## src/bbw_pkg.sv

```systemverilog
// shared constants, carriers and decode helpers for the bus and i/o window config bank
package bbw_pkg;
  // configuration byte offsets
  localparam logic [7:0] BBW_OFS_UP_BUS = 8'h18;
  localparam logic [7:0] BBW_OFS_DOWN_BUS = 8'h19;
  localparam logic [7:0] BBW_OFS_HIGH_BUS = 8'h1A;
  localparam logic [7:0] BBW_OFS_LAT = 8'h1B;
  localparam logic [7:0] BBW_OFS_IO_LOW = 8'h1C;
  localparam logic [7:0] BBW_OFS_IO_HIGH = 8'h1D;
  localparam logic [7:0] BBW_OFS_ST_LO = 8'h1E;
  localparam logic [7:0] BBW_OFS_ST_HI = 8'h1F;
  // reset values
  localparam logic [7:0] BBW_BUS_RST = 8'h00;
  localparam logic [7:0] BBW_LAT_RST = 8'h00;
  localparam logic [3:0] BBW_IO_FIELD_RST = 4'h0;
  // i/o window layout
  localparam int BBW_IO_FIELD_POS = 4;
  localparam logic [3:0] BBW_IO_KIND = 4'h1;
  localparam logic [11:0] BBW_IO_LOW_PAD = 12'h000;
  localparam logic [11:0] BBW_IO_HIGH_PAD = 12'hFFF;
  // status layout
  localparam int BBW_ST_PAR = 15;
  localparam int BBW_ST_SYS = 14;
  localparam int BBW_ST_MABORT = 13;
  localparam int BBW_ST_TAB_REC = 12;
  localparam int BBW_ST_TAB_SIG = 11;
  localparam int BBW_ST_DPAR = 8;
  localparam int BBW_ST_FLAGS = 6;
  localparam logic [15:0] BBW_ST_FIXED = 16'h0280;

  typedef struct packed {
    logic wr;
    logic rd;
    logic [7:0] addr;
    logic [3:0] be;
    logic [31:0] wdata;
  } bbw_cfg_req_t;

  typedef struct packed {
    logic addr_attr_perr;
    logic tgt_wr_perr;
    logic mst_rd_perr;
    logic serr;
    logic mabort;
    logic tabort_rec;
    logic tabort_sig;
    logic mst_data_perr;
  } bbw_sec_evt_t;

  typedef enum logic [1:0] {BBW_CFG1_IGNORE, BBW_CFG1_TO_TYPE0, BBW_CFG1_PASS} bbw_cfg1_route_t;

  function automatic logic bbw_byte_wr(bbw_cfg_req_t r, logic [7:0] ofs);
    return r.wr && (r.addr[7:2] == ofs[7:2]) && r.be[ofs[1:0]];
  endfunction

  function automatic logic [7:0] bbw_byte_data(bbw_cfg_req_t r, logic [7:0] ofs);
    return r.wdata[{ofs[1:0], 3'b000} +: 8];
  endfunction

  function automatic logic bbw_dw_rd(bbw_cfg_req_t r, logic [7:0] ofs);
    return r.rd && (r.addr[7:2] == ofs[7:2]);
  endfunction
endpackage

```

## src/bbw_io_window.sv

```systemverilog
// i/o window range compare
`timescale 1ns/1ps
module bbw_io_window
  import bbw_pkg::*;
#(
  parameter int AW = 32
) (
  input wire logic [3:0] io_window_low_field,
  input wire logic [3:0] io_window_high_field,
  input wire logic [15:0] base_upper,
  input wire logic [15:0] limit_upper,
  input wire logic [AW-1:0] addr,
  output logic hit
);
  logic [AW-1:0] bottom;
  logic [AW-1:0] top;

  assign bottom = AW'({base_upper, io_window_low_field, BBW_IO_LOW_PAD});
  assign top = AW'({limit_upper, io_window_high_field, BBW_IO_HIGH_PAD});
  assign hit = (addr >= bottom) && (addr <= top);
endmodule

```

## src/bbw_err_flags.sv

```systemverilog
// sticky error flags, set by events and cleared by writing one
`timescale 1ns/1ps
module bbw_err_flags #(
  parameter int N = 6
) (
  input wire logic clk,
  input wire logic rst,
  input wire logic [N-1:0] set,
  input wire logic [N-1:0] clr,
  output logic [N-1:0] flags
);
  logic [N-1:0] flags_q;

  genvar i;
  generate
    for (i = 0; i < N; i++) begin : g_flag
      always_ff @(posedge clk) begin
        if (rst) begin
          flags_q[i] <= 1'b0;
        end else if (set[i]) begin
          flags_q[i] <= 1'b1;
        end else if (clr[i]) begin
          flags_q[i] <= 1'b0;
        end
      end
    end
  endgenerate

  assign flags = flags_q;
endmodule

```

## src/bbw_bridge_bus_io_window_config.sv

```systemverilog
// bus numbers, latency timer, i/o window and downstream status of a bridge header
// Operation
// - upstream bus number, 8-bit read/write at 18h, resets to 00h.
// - downstream bus number, 8-bit read/write at 19h, resets 00h, steers type 1.
// - type 1 answer uses both downstream and highest downstream bus numbers.
// - latency timer at 1Bh, read/write, resets 00h, counts bus clock cycles.
// - i/o window bottom register at 1Ch resets to 01h.
// - low nibble of both i/o window registers reads 1h, read only.
// - window top at 1Dh, bits 7:4 give address 15:12, low bits all ones.
// - address bits 31:16 of the top come from the upper-half register.
// - forward i/o only when the address lies inside the programmed window.
// - 16-bit status at 1Eh, resets with bits 9 and 7 set, others clear.
// - bit 15 sets on address or attribute error as potential target.
// - bit 15 sets on data error as write target or read master.
// - bit 15 parity flag sets regardless of the parity response enable; bit 8 sets only while it is on.
// - bit 14 sets on system error seen on the downstream bus.
`timescale 1ns/1ps
module bbw_bridge_bus_io_window_config
  import bbw_pkg::*;
#(
  parameter int AW = 32
) (
  input wire logic clk,
  input wire logic rst,
  input wire bbw_cfg_req_t cfg_req,
  output logic [31:0] cfg_rdata,
  output logic cfg_rvalid,
  output logic cfg_hit,
  input wire logic cfg1_valid,
  input wire logic [7:0] cfg1_bus,
  output bbw_cfg1_route_t cfg1_route,
  output logic cfg1_route_valid,
  input wire logic io_req_valid,
  input wire logic [AW-1:0] io_req_addr,
  input wire logic [15:0] io_base_upper,
  input wire logic [15:0] io_limit_upper,
  output logic io_fwd_valid,
  output logic io_fwd_hit,
  input wire logic parity_response_enable,
  input wire bbw_sec_evt_t sec_evt,
  input wire logic sec_own_start,
  input wire logic sec_own_busy,
  input wire logic sec_gnt,
  output logic lat_release,
  output logic [7:0] upstream_bus_number,
  output logic [7:0] downstream_bus_number,
  output logic [7:0] highest_downstream_bus_number,
  output logic [7:0] downstream_latency_timer,
  output logic [15:0] downstream_bus_error_status
);
  //////////////////////////////////////////////////////////////////////////////
  logic [7:0] up_bus_q;
  logic [7:0] down_bus_q;
  logic [7:0] high_bus_q;
  logic [7:0] lat_q;
  logic [3:0] io_window_low_field_q;
  logic [3:0] io_window_high_field_q;
  logic [BBW_ST_FLAGS-1:0] flag_set;
  logic [BBW_ST_FLAGS-1:0] flag_clr;
  logic [BBW_ST_FLAGS-1:0] flags;
  logic [15:0] status;
  logic [7:0] io_low_byte;
  logic [7:0] io_high_byte;
  logic [15:0] st_clr16;
  logic [31:0] rdata_d;
  logic [31:0] rdata_q;
  logic rvalid_q;
  logic hit_q;
  bbw_cfg1_route_t route_d;
  bbw_cfg1_route_t route_q;
  logic route_valid_q;
  logic win_hit;
  logic fwd_valid_q;
  logic fwd_hit_q;
  logic [7:0] lat_cnt_q;
  logic lat_release_q;

  //////////////////////////////////////////////////////////////////////////////
  // bus number registers
  always_ff @(posedge clk) begin
    if (rst) begin
      up_bus_q <= BBW_BUS_RST;
    end else if (bbw_byte_wr(cfg_req, BBW_OFS_UP_BUS)) begin
      up_bus_q <= bbw_byte_data(cfg_req, BBW_OFS_UP_BUS);
    end
  end

  always_ff @(posedge clk) begin
    if (rst) begin
      down_bus_q <= BBW_BUS_RST;
    end else if (bbw_byte_wr(cfg_req, BBW_OFS_DOWN_BUS)) begin
      down_bus_q <= bbw_byte_data(cfg_req, BBW_OFS_DOWN_BUS);
    end
  end

  // value stored as written; equality with the downstream number is software's job
  always_ff @(posedge clk) begin
    if (rst) begin
      high_bus_q <= BBW_BUS_RST;
    end else if (bbw_byte_wr(cfg_req, BBW_OFS_HIGH_BUS)) begin
      high_bus_q <= bbw_byte_data(cfg_req, BBW_OFS_HIGH_BUS);
    end
  end

  always_ff @(posedge clk) begin
    if (rst) begin
      lat_q <= BBW_LAT_RST;
    end else if (bbw_byte_wr(cfg_req, BBW_OFS_LAT)) begin
      lat_q <= bbw_byte_data(cfg_req, BBW_OFS_LAT);
    end
  end

  //////////////////////////////////////////////////////////////////////////////
  // i/o window fields, only the upper nibble is stored
  always_ff @(posedge clk) begin
    if (rst) begin
      io_window_low_field_q <= BBW_IO_FIELD_RST;
    end else if (bbw_byte_wr(cfg_req, BBW_OFS_IO_LOW)) begin
      io_window_low_field_q <=
        cfg_req.wdata[{BBW_OFS_IO_LOW[1:0], 3'b000} + BBW_IO_FIELD_POS +: 4];
    end
  end

  always_ff @(posedge clk) begin
    if (rst) begin
      io_window_high_field_q <= BBW_IO_FIELD_RST;
    end else if (bbw_byte_wr(cfg_req, BBW_OFS_IO_HIGH)) begin
      io_window_high_field_q <=
        cfg_req.wdata[{BBW_OFS_IO_HIGH[1:0], 3'b000} + BBW_IO_FIELD_POS +: 4];
    end
  end

  assign io_low_byte = {io_window_low_field_q, BBW_IO_KIND};
  assign io_high_byte = {io_window_high_field_q, BBW_IO_KIND};

  //////////////////////////////////////////////////////////////////////////////
  // downstream status flags
  // target address or attribute error
  // write target or read master data error
  // no gating by parity response enable
  assign flag_set[5] = sec_evt.addr_attr_perr | sec_evt.tgt_wr_perr | sec_evt.mst_rd_perr;
  assign flag_set[4] = sec_evt.serr;
  assign flag_set[3] = sec_evt.mabort;
  assign flag_set[2] = sec_evt.tabort_rec;
  assign flag_set[1] = sec_evt.tabort_sig;
  assign flag_set[0] = sec_evt.mst_data_perr & parity_response_enable;

  assign st_clr16[7:0] = bbw_byte_wr(cfg_req, BBW_OFS_ST_LO) ?
                         bbw_byte_data(cfg_req, BBW_OFS_ST_LO) : 8'h00;
  assign st_clr16[15:8] = bbw_byte_wr(cfg_req, BBW_OFS_ST_HI) ?
                          bbw_byte_data(cfg_req, BBW_OFS_ST_HI) : 8'h00;
  assign flag_clr = {st_clr16[BBW_ST_PAR], st_clr16[BBW_ST_SYS], st_clr16[BBW_ST_MABORT],
                     st_clr16[BBW_ST_TAB_REC], st_clr16[BBW_ST_TAB_SIG], st_clr16[BBW_ST_DPAR]};

  bbw_err_flags #(
    .N(BBW_ST_FLAGS)
  ) u_flags (
    .clk(clk),
    .rst(rst),
    .set(flag_set),
    .clr(flag_clr),
    .flags(flags)
  );

  always_comb begin
    status = BBW_ST_FIXED;
    status[BBW_ST_PAR] = flags[5];
    status[BBW_ST_SYS] = flags[4];
    status[BBW_ST_MABORT] = flags[3];
    status[BBW_ST_TAB_REC] = flags[2];
    status[BBW_ST_TAB_SIG] = flags[1];
    status[BBW_ST_DPAR] = flags[0];
  end

  //////////////////////////////////////////////////////////////////////////////
  // configuration read port
  always_comb begin
    rdata_d = 32'h0000_0000;
    if (bbw_dw_rd(cfg_req, BBW_OFS_UP_BUS)) begin
      rdata_d = {lat_q, high_bus_q, down_bus_q, up_bus_q};
    end else if (bbw_dw_rd(cfg_req, BBW_OFS_IO_LOW)) begin
      rdata_d = {status, io_high_byte, io_low_byte};
    end
  end

  always_ff @(posedge clk) begin
    if (rst) begin
      rdata_q <= 32'h0000_0000;
      rvalid_q <= 1'b0;
      hit_q <= 1'b0;
    end else begin
      rdata_q <= rdata_d;
      rvalid_q <= cfg_req.rd;
      hit_q <= (cfg_req.rd || cfg_req.wr) &&
               (bbw_dw_rd(cfg_req, BBW_OFS_UP_BUS) || bbw_dw_rd(cfg_req, BBW_OFS_IO_LOW) ||
                (cfg_req.wr && (cfg_req.addr[7:3] == BBW_OFS_UP_BUS[7:3])));
    end
  end

  //////////////////////////////////////////////////////////////////////////////
  // type 1 configuration routing
  // own bus converts, range passes
  always_comb begin
    route_d = BBW_CFG1_IGNORE;
    if (cfg1_bus == down_bus_q) begin
      route_d = BBW_CFG1_TO_TYPE0;
    end else if ((cfg1_bus > down_bus_q) && (cfg1_bus <= high_bus_q)) begin
      route_d = BBW_CFG1_PASS;
    end
  end

  always_ff @(posedge clk) begin
    if (rst) begin
      route_q <= BBW_CFG1_IGNORE;
      route_valid_q <= 1'b0;
    end else begin
      route_valid_q <= cfg1_valid;
      if (cfg1_valid) begin
        route_q <= route_d;
      end
    end
  end

  //////////////////////////////////////////////////////////////////////////////
  // i/o forwarding decision
  bbw_io_window #(
    .AW(AW)
  ) u_iowin (
    .io_window_low_field(io_window_low_field_q),
    .io_window_high_field(io_window_high_field_q),
    .base_upper(io_base_upper),
    .limit_upper(io_limit_upper),
    .addr(io_req_addr),
    .hit(win_hit)
  );

  always_ff @(posedge clk) begin
    if (rst) begin
      fwd_valid_q <= 1'b0;
      fwd_hit_q <= 1'b0;
    end else begin
      fwd_valid_q <= io_req_valid;
      fwd_hit_q <= io_req_valid && win_hit;
    end
  end

  //////////////////////////////////////////////////////////////////////////////
  // master tenure latency count in bus clocks
  always_ff @(posedge clk) begin
    if (rst) begin
      lat_cnt_q <= 8'h00;
    end else if (sec_own_start) begin
      lat_cnt_q <= lat_q;
    end else if (sec_own_busy && (lat_cnt_q != 8'h00)) begin
      lat_cnt_q <= lat_cnt_q - 8'h01;
    end
  end

  always_ff @(posedge clk) begin
    if (rst) begin
      lat_release_q <= 1'b0;
    end else begin
      lat_release_q <= sec_own_busy && !sec_own_start && (lat_cnt_q == 8'h00) && !sec_gnt;
    end
  end

  //////////////////////////////////////////////////////////////////////////////
  assign cfg_rdata = rdata_q;
  assign cfg_rvalid = rvalid_q;
  assign cfg_hit = hit_q;
  assign cfg1_route = route_q;
  assign cfg1_route_valid = route_valid_q;
  assign io_fwd_valid = fwd_valid_q;
  assign io_fwd_hit = fwd_hit_q;
  assign lat_release = lat_release_q;
  assign upstream_bus_number = up_bus_q;
  assign downstream_bus_number = down_bus_q;
  assign highest_downstream_bus_number = high_bus_q;
  assign downstream_latency_timer = lat_q;
  assign downstream_bus_error_status = status;

  //////////////////////////////////////////////////////////////////////////////
  // checks
  logic [AW-1:0] chk_bottom;
  logic [AW-1:0] chk_top;
  assign chk_bottom = AW'({io_base_upper, io_window_low_field_q, 12'h000});
  assign chk_top = AW'({io_limit_upper, io_window_high_field_q, 12'hFFF});
endmodule

```

## config.mk

```make
export PLATFORM = sky130hd
export DESIGN_NAME = bbw_bridge_bus_io_window_config
export DESIGN_NICKNAME = d
export VERILOG_FILES = /design/src/bbw_pkg.sv /design/src/bbw_io_window.sv /design/src/bbw_err_flags.sv /design/src/bbw_bridge_bus_io_window_config.sv
export SDC_FILE = /design/constraint.sdc
export NUM_CORES = 1
export LEC_CHECK = 0
export ABC_AREA = 1
export BUFFER_PORTS_ARGS = -buffer_cell sky130_fd_sc_hd__buf_2
export CAP_MARGIN = 20
export CORE_MARGIN = 8
export CORE_UTILIZATION = 48
export DETAILED_ROUTE_END_ITERATION = 8
export PLACE_DENSITY = 0.81
export SLEW_MARGIN = 20
export SYNTH_ARGS = -nofsm -noshare
export SYNTH_HDL_FRONTEND = slang
export SYNTH_SLANG_ARGS = --single-unit
```

## constraint.sdc

```tcl
create_clock -name clk -period 1.6 [get_ports clk]
set_clock_uncertainty 0.1 [all_clocks]
set_input_delay 0.16 -clock clk [delete_from_list [all_inputs] [get_ports clk]]
set_output_delay 0.16 -clock clk [all_outputs]
set_load 0.005 [all_outputs]
```

# Word level (Yosys, flattened, before mapping)
# Index checks and enable logic that the tools add are counted.
[totals] regBits=94 input_bits=134 out_inout_bits=88 elab_cells=86
[op_classes] addsub=1 n_lt_le_gt_ge=4 n_eq_ne=4 mux=19 n_bitwise=3 reduce_logical=34
[ops] cell="32-bit 2-to-1 mux" count=2
[ops] cell="32-bit greater-or-equal comparator" count=1
[ops] cell="32-bit less-or-equal comparator" count=1
[ops] cell="8-bit 2-to-1 mux" count=3
[ops] cell="1-bit logical AND" count=20
[ops] cell="2-bit nonzero test" count=7
[ops] cell="6-bit by 3-bit == test with 1-bit output (second input constant)" count=2
[ops] cell="1-bit 2-to-1 mux" count=12
[ops] cell="8-bit == test" count=1
[ops] cell="8-bit > comparator" count=1
[ops] cell="8-bit less-or-equal comparator" count=1
[ops] cell="8-bit zero test" count=1
[ops] cell="8-bit nonzero test" count=1
[ops] cell="8-bit by 1-bit subtractor with 8-bit output (second input constant)" count=1
[ops] cell="5-bit by 2-bit == test with 1-bit output (second input constant)" count=1
[ops] cell="2-bit 2-to-1 mux" count=2
[ops] cell="1-bit logical OR" count=3
[ops] cell="1-bit zero test" count=2
[ops] cell="1-bit bitwise OR" count=2
[ops] cell="1-bit bitwise AND" count=1

# Longest topological paths before layout
[depth] ltp_word=6 mapped_depth=12 ltp_nobuf=12

# Cells and area by module
# Synthesis repeated with hierarchy kept, for this count alone.
[hier_totals] cells_unflattened=724 hier_area_um2=5287.6
[by_module_without_submodules] mod="bbw_bridge_bus_io_window_config" n_inst=1 cells_per_inst=471 area_per_inst_um2=3808.7 seq_area_each_um2=1761.7
[by_module_without_submodules] mod="bbw_io_window" n_inst=1 cells_per_inst=223 area_per_inst_um2=1261.2 seq_area_each_um2=0.0
[by_module_without_submodules] mod="bbw_err_flags" n_inst=1 cells_per_inst=30 area_per_inst_um2=217.7 seq_area_each_um2=120.1

# Worst setup path before layout
# Ideal clock, no wire load.
[synth_path] path_type="register to register" start="reg lat_cnt_q[0]" end="reg lat_cnt_q[3]" setup_ns=0.132 arrival_ns=1.200 t_required_ns=1.368 slack_ns=0.167 stages_incl_launch_ff=8 n_path_buf=0 period_less_slack_ns=1.433 path_cell_list="dfxtp_1 > inv_1 > ha_1 > nand4_1 > nand2_1 > nand2_1 > nand2_1 > a21oi_1"
[synth_via] elab_chain_len=3 elab_cells_between_ends=6 cone_classes="add/sub (1); mux (2); reduce/logical (3)"
[synth_lines] item="start: declaration" line="bbw_bridge_bus_io_window_config.sv:75" rtl="logic [7:0] lat_cnt_q;"
[synth_lines] item="start signal: assignment" line="bbw_bridge_bus_io_window_config.sv:253" rtl="lat_cnt_q <= lat_q;"
[synth_lines] item="start signal: assignment" line="bbw_bridge_bus_io_window_config.sv:255" rtl="lat_cnt_q <= lat_cnt_q - 8'h01;"
[synth_lines] item="8-bit by 1-bit subtractor with 8-bit output or 8-bit nonzero test (tied branches)" line="bbw_bridge_bus_io_window_config.sv:255, bbw_bridge_bus_io_window_config.sv:254"
[synth_lines] item="8-bit 2-to-1 mux or 1-bit logical AND (tied branches)" line="bbw_bridge_bus_io_window_config.sv:254" rtl="end else if (sec_own_busy && (lat_cnt_q != 8'h00)) begin"
[synth_lines] item="8-bit 2-to-1 mux or 2-bit nonzero test (tied branches)"
# Several ways; a longest one is shown, not always the timed one. The select of a mux whose other input is x is not followed.
# A chain may end at the register's enable or synchronous reset.

==> impl_metrics.tcl <==
set metrics [dict create \
    status "finished clean" \
    totalWireLength_um 16300 \
    drt_iter0_drc 307 \
    crit_fanout 6 \
    clk_path_buf_depth 2 \
    whs_endpoint "cfg_hit" \
    hold-worst-slack_ns 0.0280 \
    rows 37 \
    timing.critical_path.arrival_ns 1.69 \
    antenna_found_initial 1 \
    cts_tree "yes" \
    yosysUniqueCellTypes 25 \
    rsz0062_at_grt "true" \
    hold_viol 0 \
    fillers 886 \
    initial_utilization_pct 49.4 \
    crit_path_start_kind "input pin" \
    clk_latency_ns 0.35 \
    p_per_area_nw_per_um2 715 \
    dpl.hpwl_um 12300 \
    vias_per_cell 4.77 \
    timing.critical_path.from "rst" \
    path_clk_slew_ns 0.10 \
    htreeDepth 3 \
    io_buffers 209 \
    postCtsSetupRepairBufs 0 \
    syn_area_um2 5100 \
    synthCells 736 \
    hp-class "in2reg" \
    numCtsBuffers 9 \
    ys.flop_type "dfxtp_1" \
    core-area_um2 10300 \
    syn_area_per_cell_um2 6.93 \
    wl_per_cell_um 14.2 \
    grt_use_met3_pct 7.51 \
    grt_pass1_wl_um 26100 \
    setup_viol 0 \
    grt_pass1_vias 5462 \
    worstHoldStart "cfg_req[42]" \
    grt_overflow 0 \
    ys_seq_area_share_pct 36.9 \
    fin_crit_ns 1.53 \
    worst_slack_ns 0.0710 \
    grtUsageMet1_pct 23.3 \
    ys_seq_elements 94 \
    vdd_drop_max_mv 0.573 \
    busiest_layer "met2" \
    met2_usage_pct 39.2 \
    post-place-ws_ns 0.0501 \
    gp_congestion 0.862 \
    drc 0 \
    layoutNonFillerInstCount 1144 \
    r2r_cells 8 \
    cap_violations 0 \
    crit_required_ns 1.76 \
    die_width_um 119 \
    clockRootBuffer "clkbuf_8" \
    syn_to_final_growth_pct 38.3 \
    postRouteAntennaNets 0 \
    cp-end-kind "register" \
    r2r_slack_ns 0.11 \
    pin_count 222 \
    grt_use_total_pct 22.2 \
    place_inst 1079 \
    fmax_mhz 654 \
    rr_startpoint "lat_cnt_q[0]" \
    power_leakage_nw 3.95 \
    ys_async_sr_fraction_pct 0 \
    synth_edf_count 0 \
    clock_sinks 94 \
    yosysWarnings 0 \
    drtPass1Iterations 5 \
    fp.dieArea_um2 14200 \
    grt_max_degree 28 \
    worstSetupPathType "in2reg" \
    period_share_pct 95.6 \
    layout.nets 1194 \
    worstReg2RegEnd "lat_cnt_q[7]" \
    layout-drive-gt1-share_pct 24.6 \
    vias 5456 \
    die_y_um 119 \
    hold_depth 4 \
    maxSlewViolCount 0 \
]
report_power, final:
| group | total (mW) | internal, mW | leakage (nW) | switching, mW |
|---|---|---|---|---|
| clock network | 1.70 | 0.797 | 0.111 | 0.899 |
| logic | 0.935 | 0.456 | 3.08 | 0.479 |
| registers | 2.42 | 2.38 | 0.762 | 0.0335 |
| total | 5.05 | 3.64 | 3.95 | 1.41 |
state kept, by name (all words and copies together), names as in the netlist, 2 cells and up:
name                           count
lat_cnt_q                          8
downstream_latency_timer           8
cfg1_route                         2
highest_downstream_bus_number      8
downstream_bus_number              8
upstream_bus_number                8
io_window_high_field_q             4
cfg_rdata                         32
u_flags.flags                      6
io_window_low_field_q              4
placed cells by master (no fill, tap or decap):
cell,synthesis,final
conb_1,2,10
dfxtp_2,0,1
a21oi_2,0,2
a21o_1,3,3
a31oi_1,1,1
inv_6,0,2
dfxtp_1,94,93
o21bai_1,3,3
xor2_1,2,2
nand4_1,10,10
buf_4,14,14
buf_2,3,209
a21oi_1,44,42
inv_8,0,2
clkinv_2,0,1
ha_4,0,2
nand3_2,1,1
nand2_2,0,1
ha_1,58,56
nor2_1,134,134
inv_1,114,114
o22ai_1,8,8
nor3_1,1,1
bufinv_16,0,1
diode_2,0,1
clkbuf_8,0,10
o21a_1,1,1
nand2_1,175,174
xnor2_1,2,2
nor4_4,1,1
dlygate4sd3_1,0,48
buf_12,0,1
nand3_1,34,34
and3_1,1,1
o21ai_0,22,22
critical path, cell delays in order:
cell and delay (ns):
buf_2 0.13, dlygate4sd3_1 0.60, nor2_1 0.22, nand3_2 0.15
buf_4 0.20, o21ai_0 0.23
logic make-up after synthesis:
family	after synthesis	synth area share [%]
AO/OA/AOI/OAI	82	8.61
XOR/XNOR	4	0.687
adder cells (fa/ha/maj)	58	14.2
buffers and inverters	139	11.3
flip-flops	94	36.9
other	2	0.147
AND/OR/NAND/NOR	357	28.1
cells in the mapped netlist (2+ instances only):
cell | count | area (um^2)
nand2_1 | 175 | 657
nor2_1 | 134 | 503
inv_1 | 114 | 428
dfxtp_1 | 94 | 1880
ha_1 | 58 | 726
a21oi_1 | 44 | 220
nand3_1 | 34 | 170
o21ai_0 | 22 | 110
buf_4 | 14 | 105
nand4_1 | 10 | 62.6
o22ai_1 | 8 | 50.1
clkbuf_1 | 6 | 22.5
a21o_1 | 3 | 22.5
buf_2 | 3 | 15.0
o21bai_1 | 3 | 22.5
buf_1 | 2 | 7.51
conb_1 | 2 | 7.51
xnor2_1 | 2 | 17.5
xor2_1 | 2 | 17.5
stage by stage:
step / power (mW) / TNS [ns] / util, % / instance area [um^2]
6_report: 5.05 / 0 / 68.3 / 7060
4_1_cts: 5.05 / 0 / 68.0 / 7020
2_1_floorplan: 2.95 / 0 / - / 5130
5_1_grt: 5.29 / -0.0968 / 68.3 / 7060
3_3_place_gp: 3.27 / 0 / 61.3 / 6320
3_5_place_dp: 3.29 / 0 / 61.3 / 6320
area by class of cell:
| class | instances | area (um^2) | area share, % |
|---|---|---|---|
| multi-input cells | 511 | 2710 | 38.4 |
| flip-flops and latches | 94 | 1880 | 26.7 |
| repair buffers | 272 | 1650 | 23.4 |
| inverters | 114 | 428 | 6.06 |
| well taps | 136 | 170 | 2.41 |
| clock buffers | 10 | 138 | 1.95 |
| clock inverters | 6 | 75.1 | 1.06 |
| diodes | 1 | 2.50 | 0.0355 |
what timing repair did:
action,in CTS,in global routing
endpoints found under the setup margin,0,11
endpoints found under the hold margin,46,0
hold buffers,48,0
gates resized for setup,0,6
worst max path at each step:
stage,end,slack (ns)
5_1_grt,io_window_high_field_q[1],-0.03
3_3_place_gp,io_window_high_field_q[1],0.11
2_1_floorplan,lat_cnt_q[3],0.17
3_5_place_dp,io_window_high_field_q[1],0.05
4_1_cts,lat_cnt_q[7],0.06
6_report,cfg_rdata[28],0.07
routing by layer:
metal | routed length, um | up-vias
met3 | 1380 | 43
met2 | 7860 | 214
met1 | 6450 | 2383
met4 | 582 | 0
li1 | - | 2816
met5 | 0 | -
(Power assumes the default switching activity.)
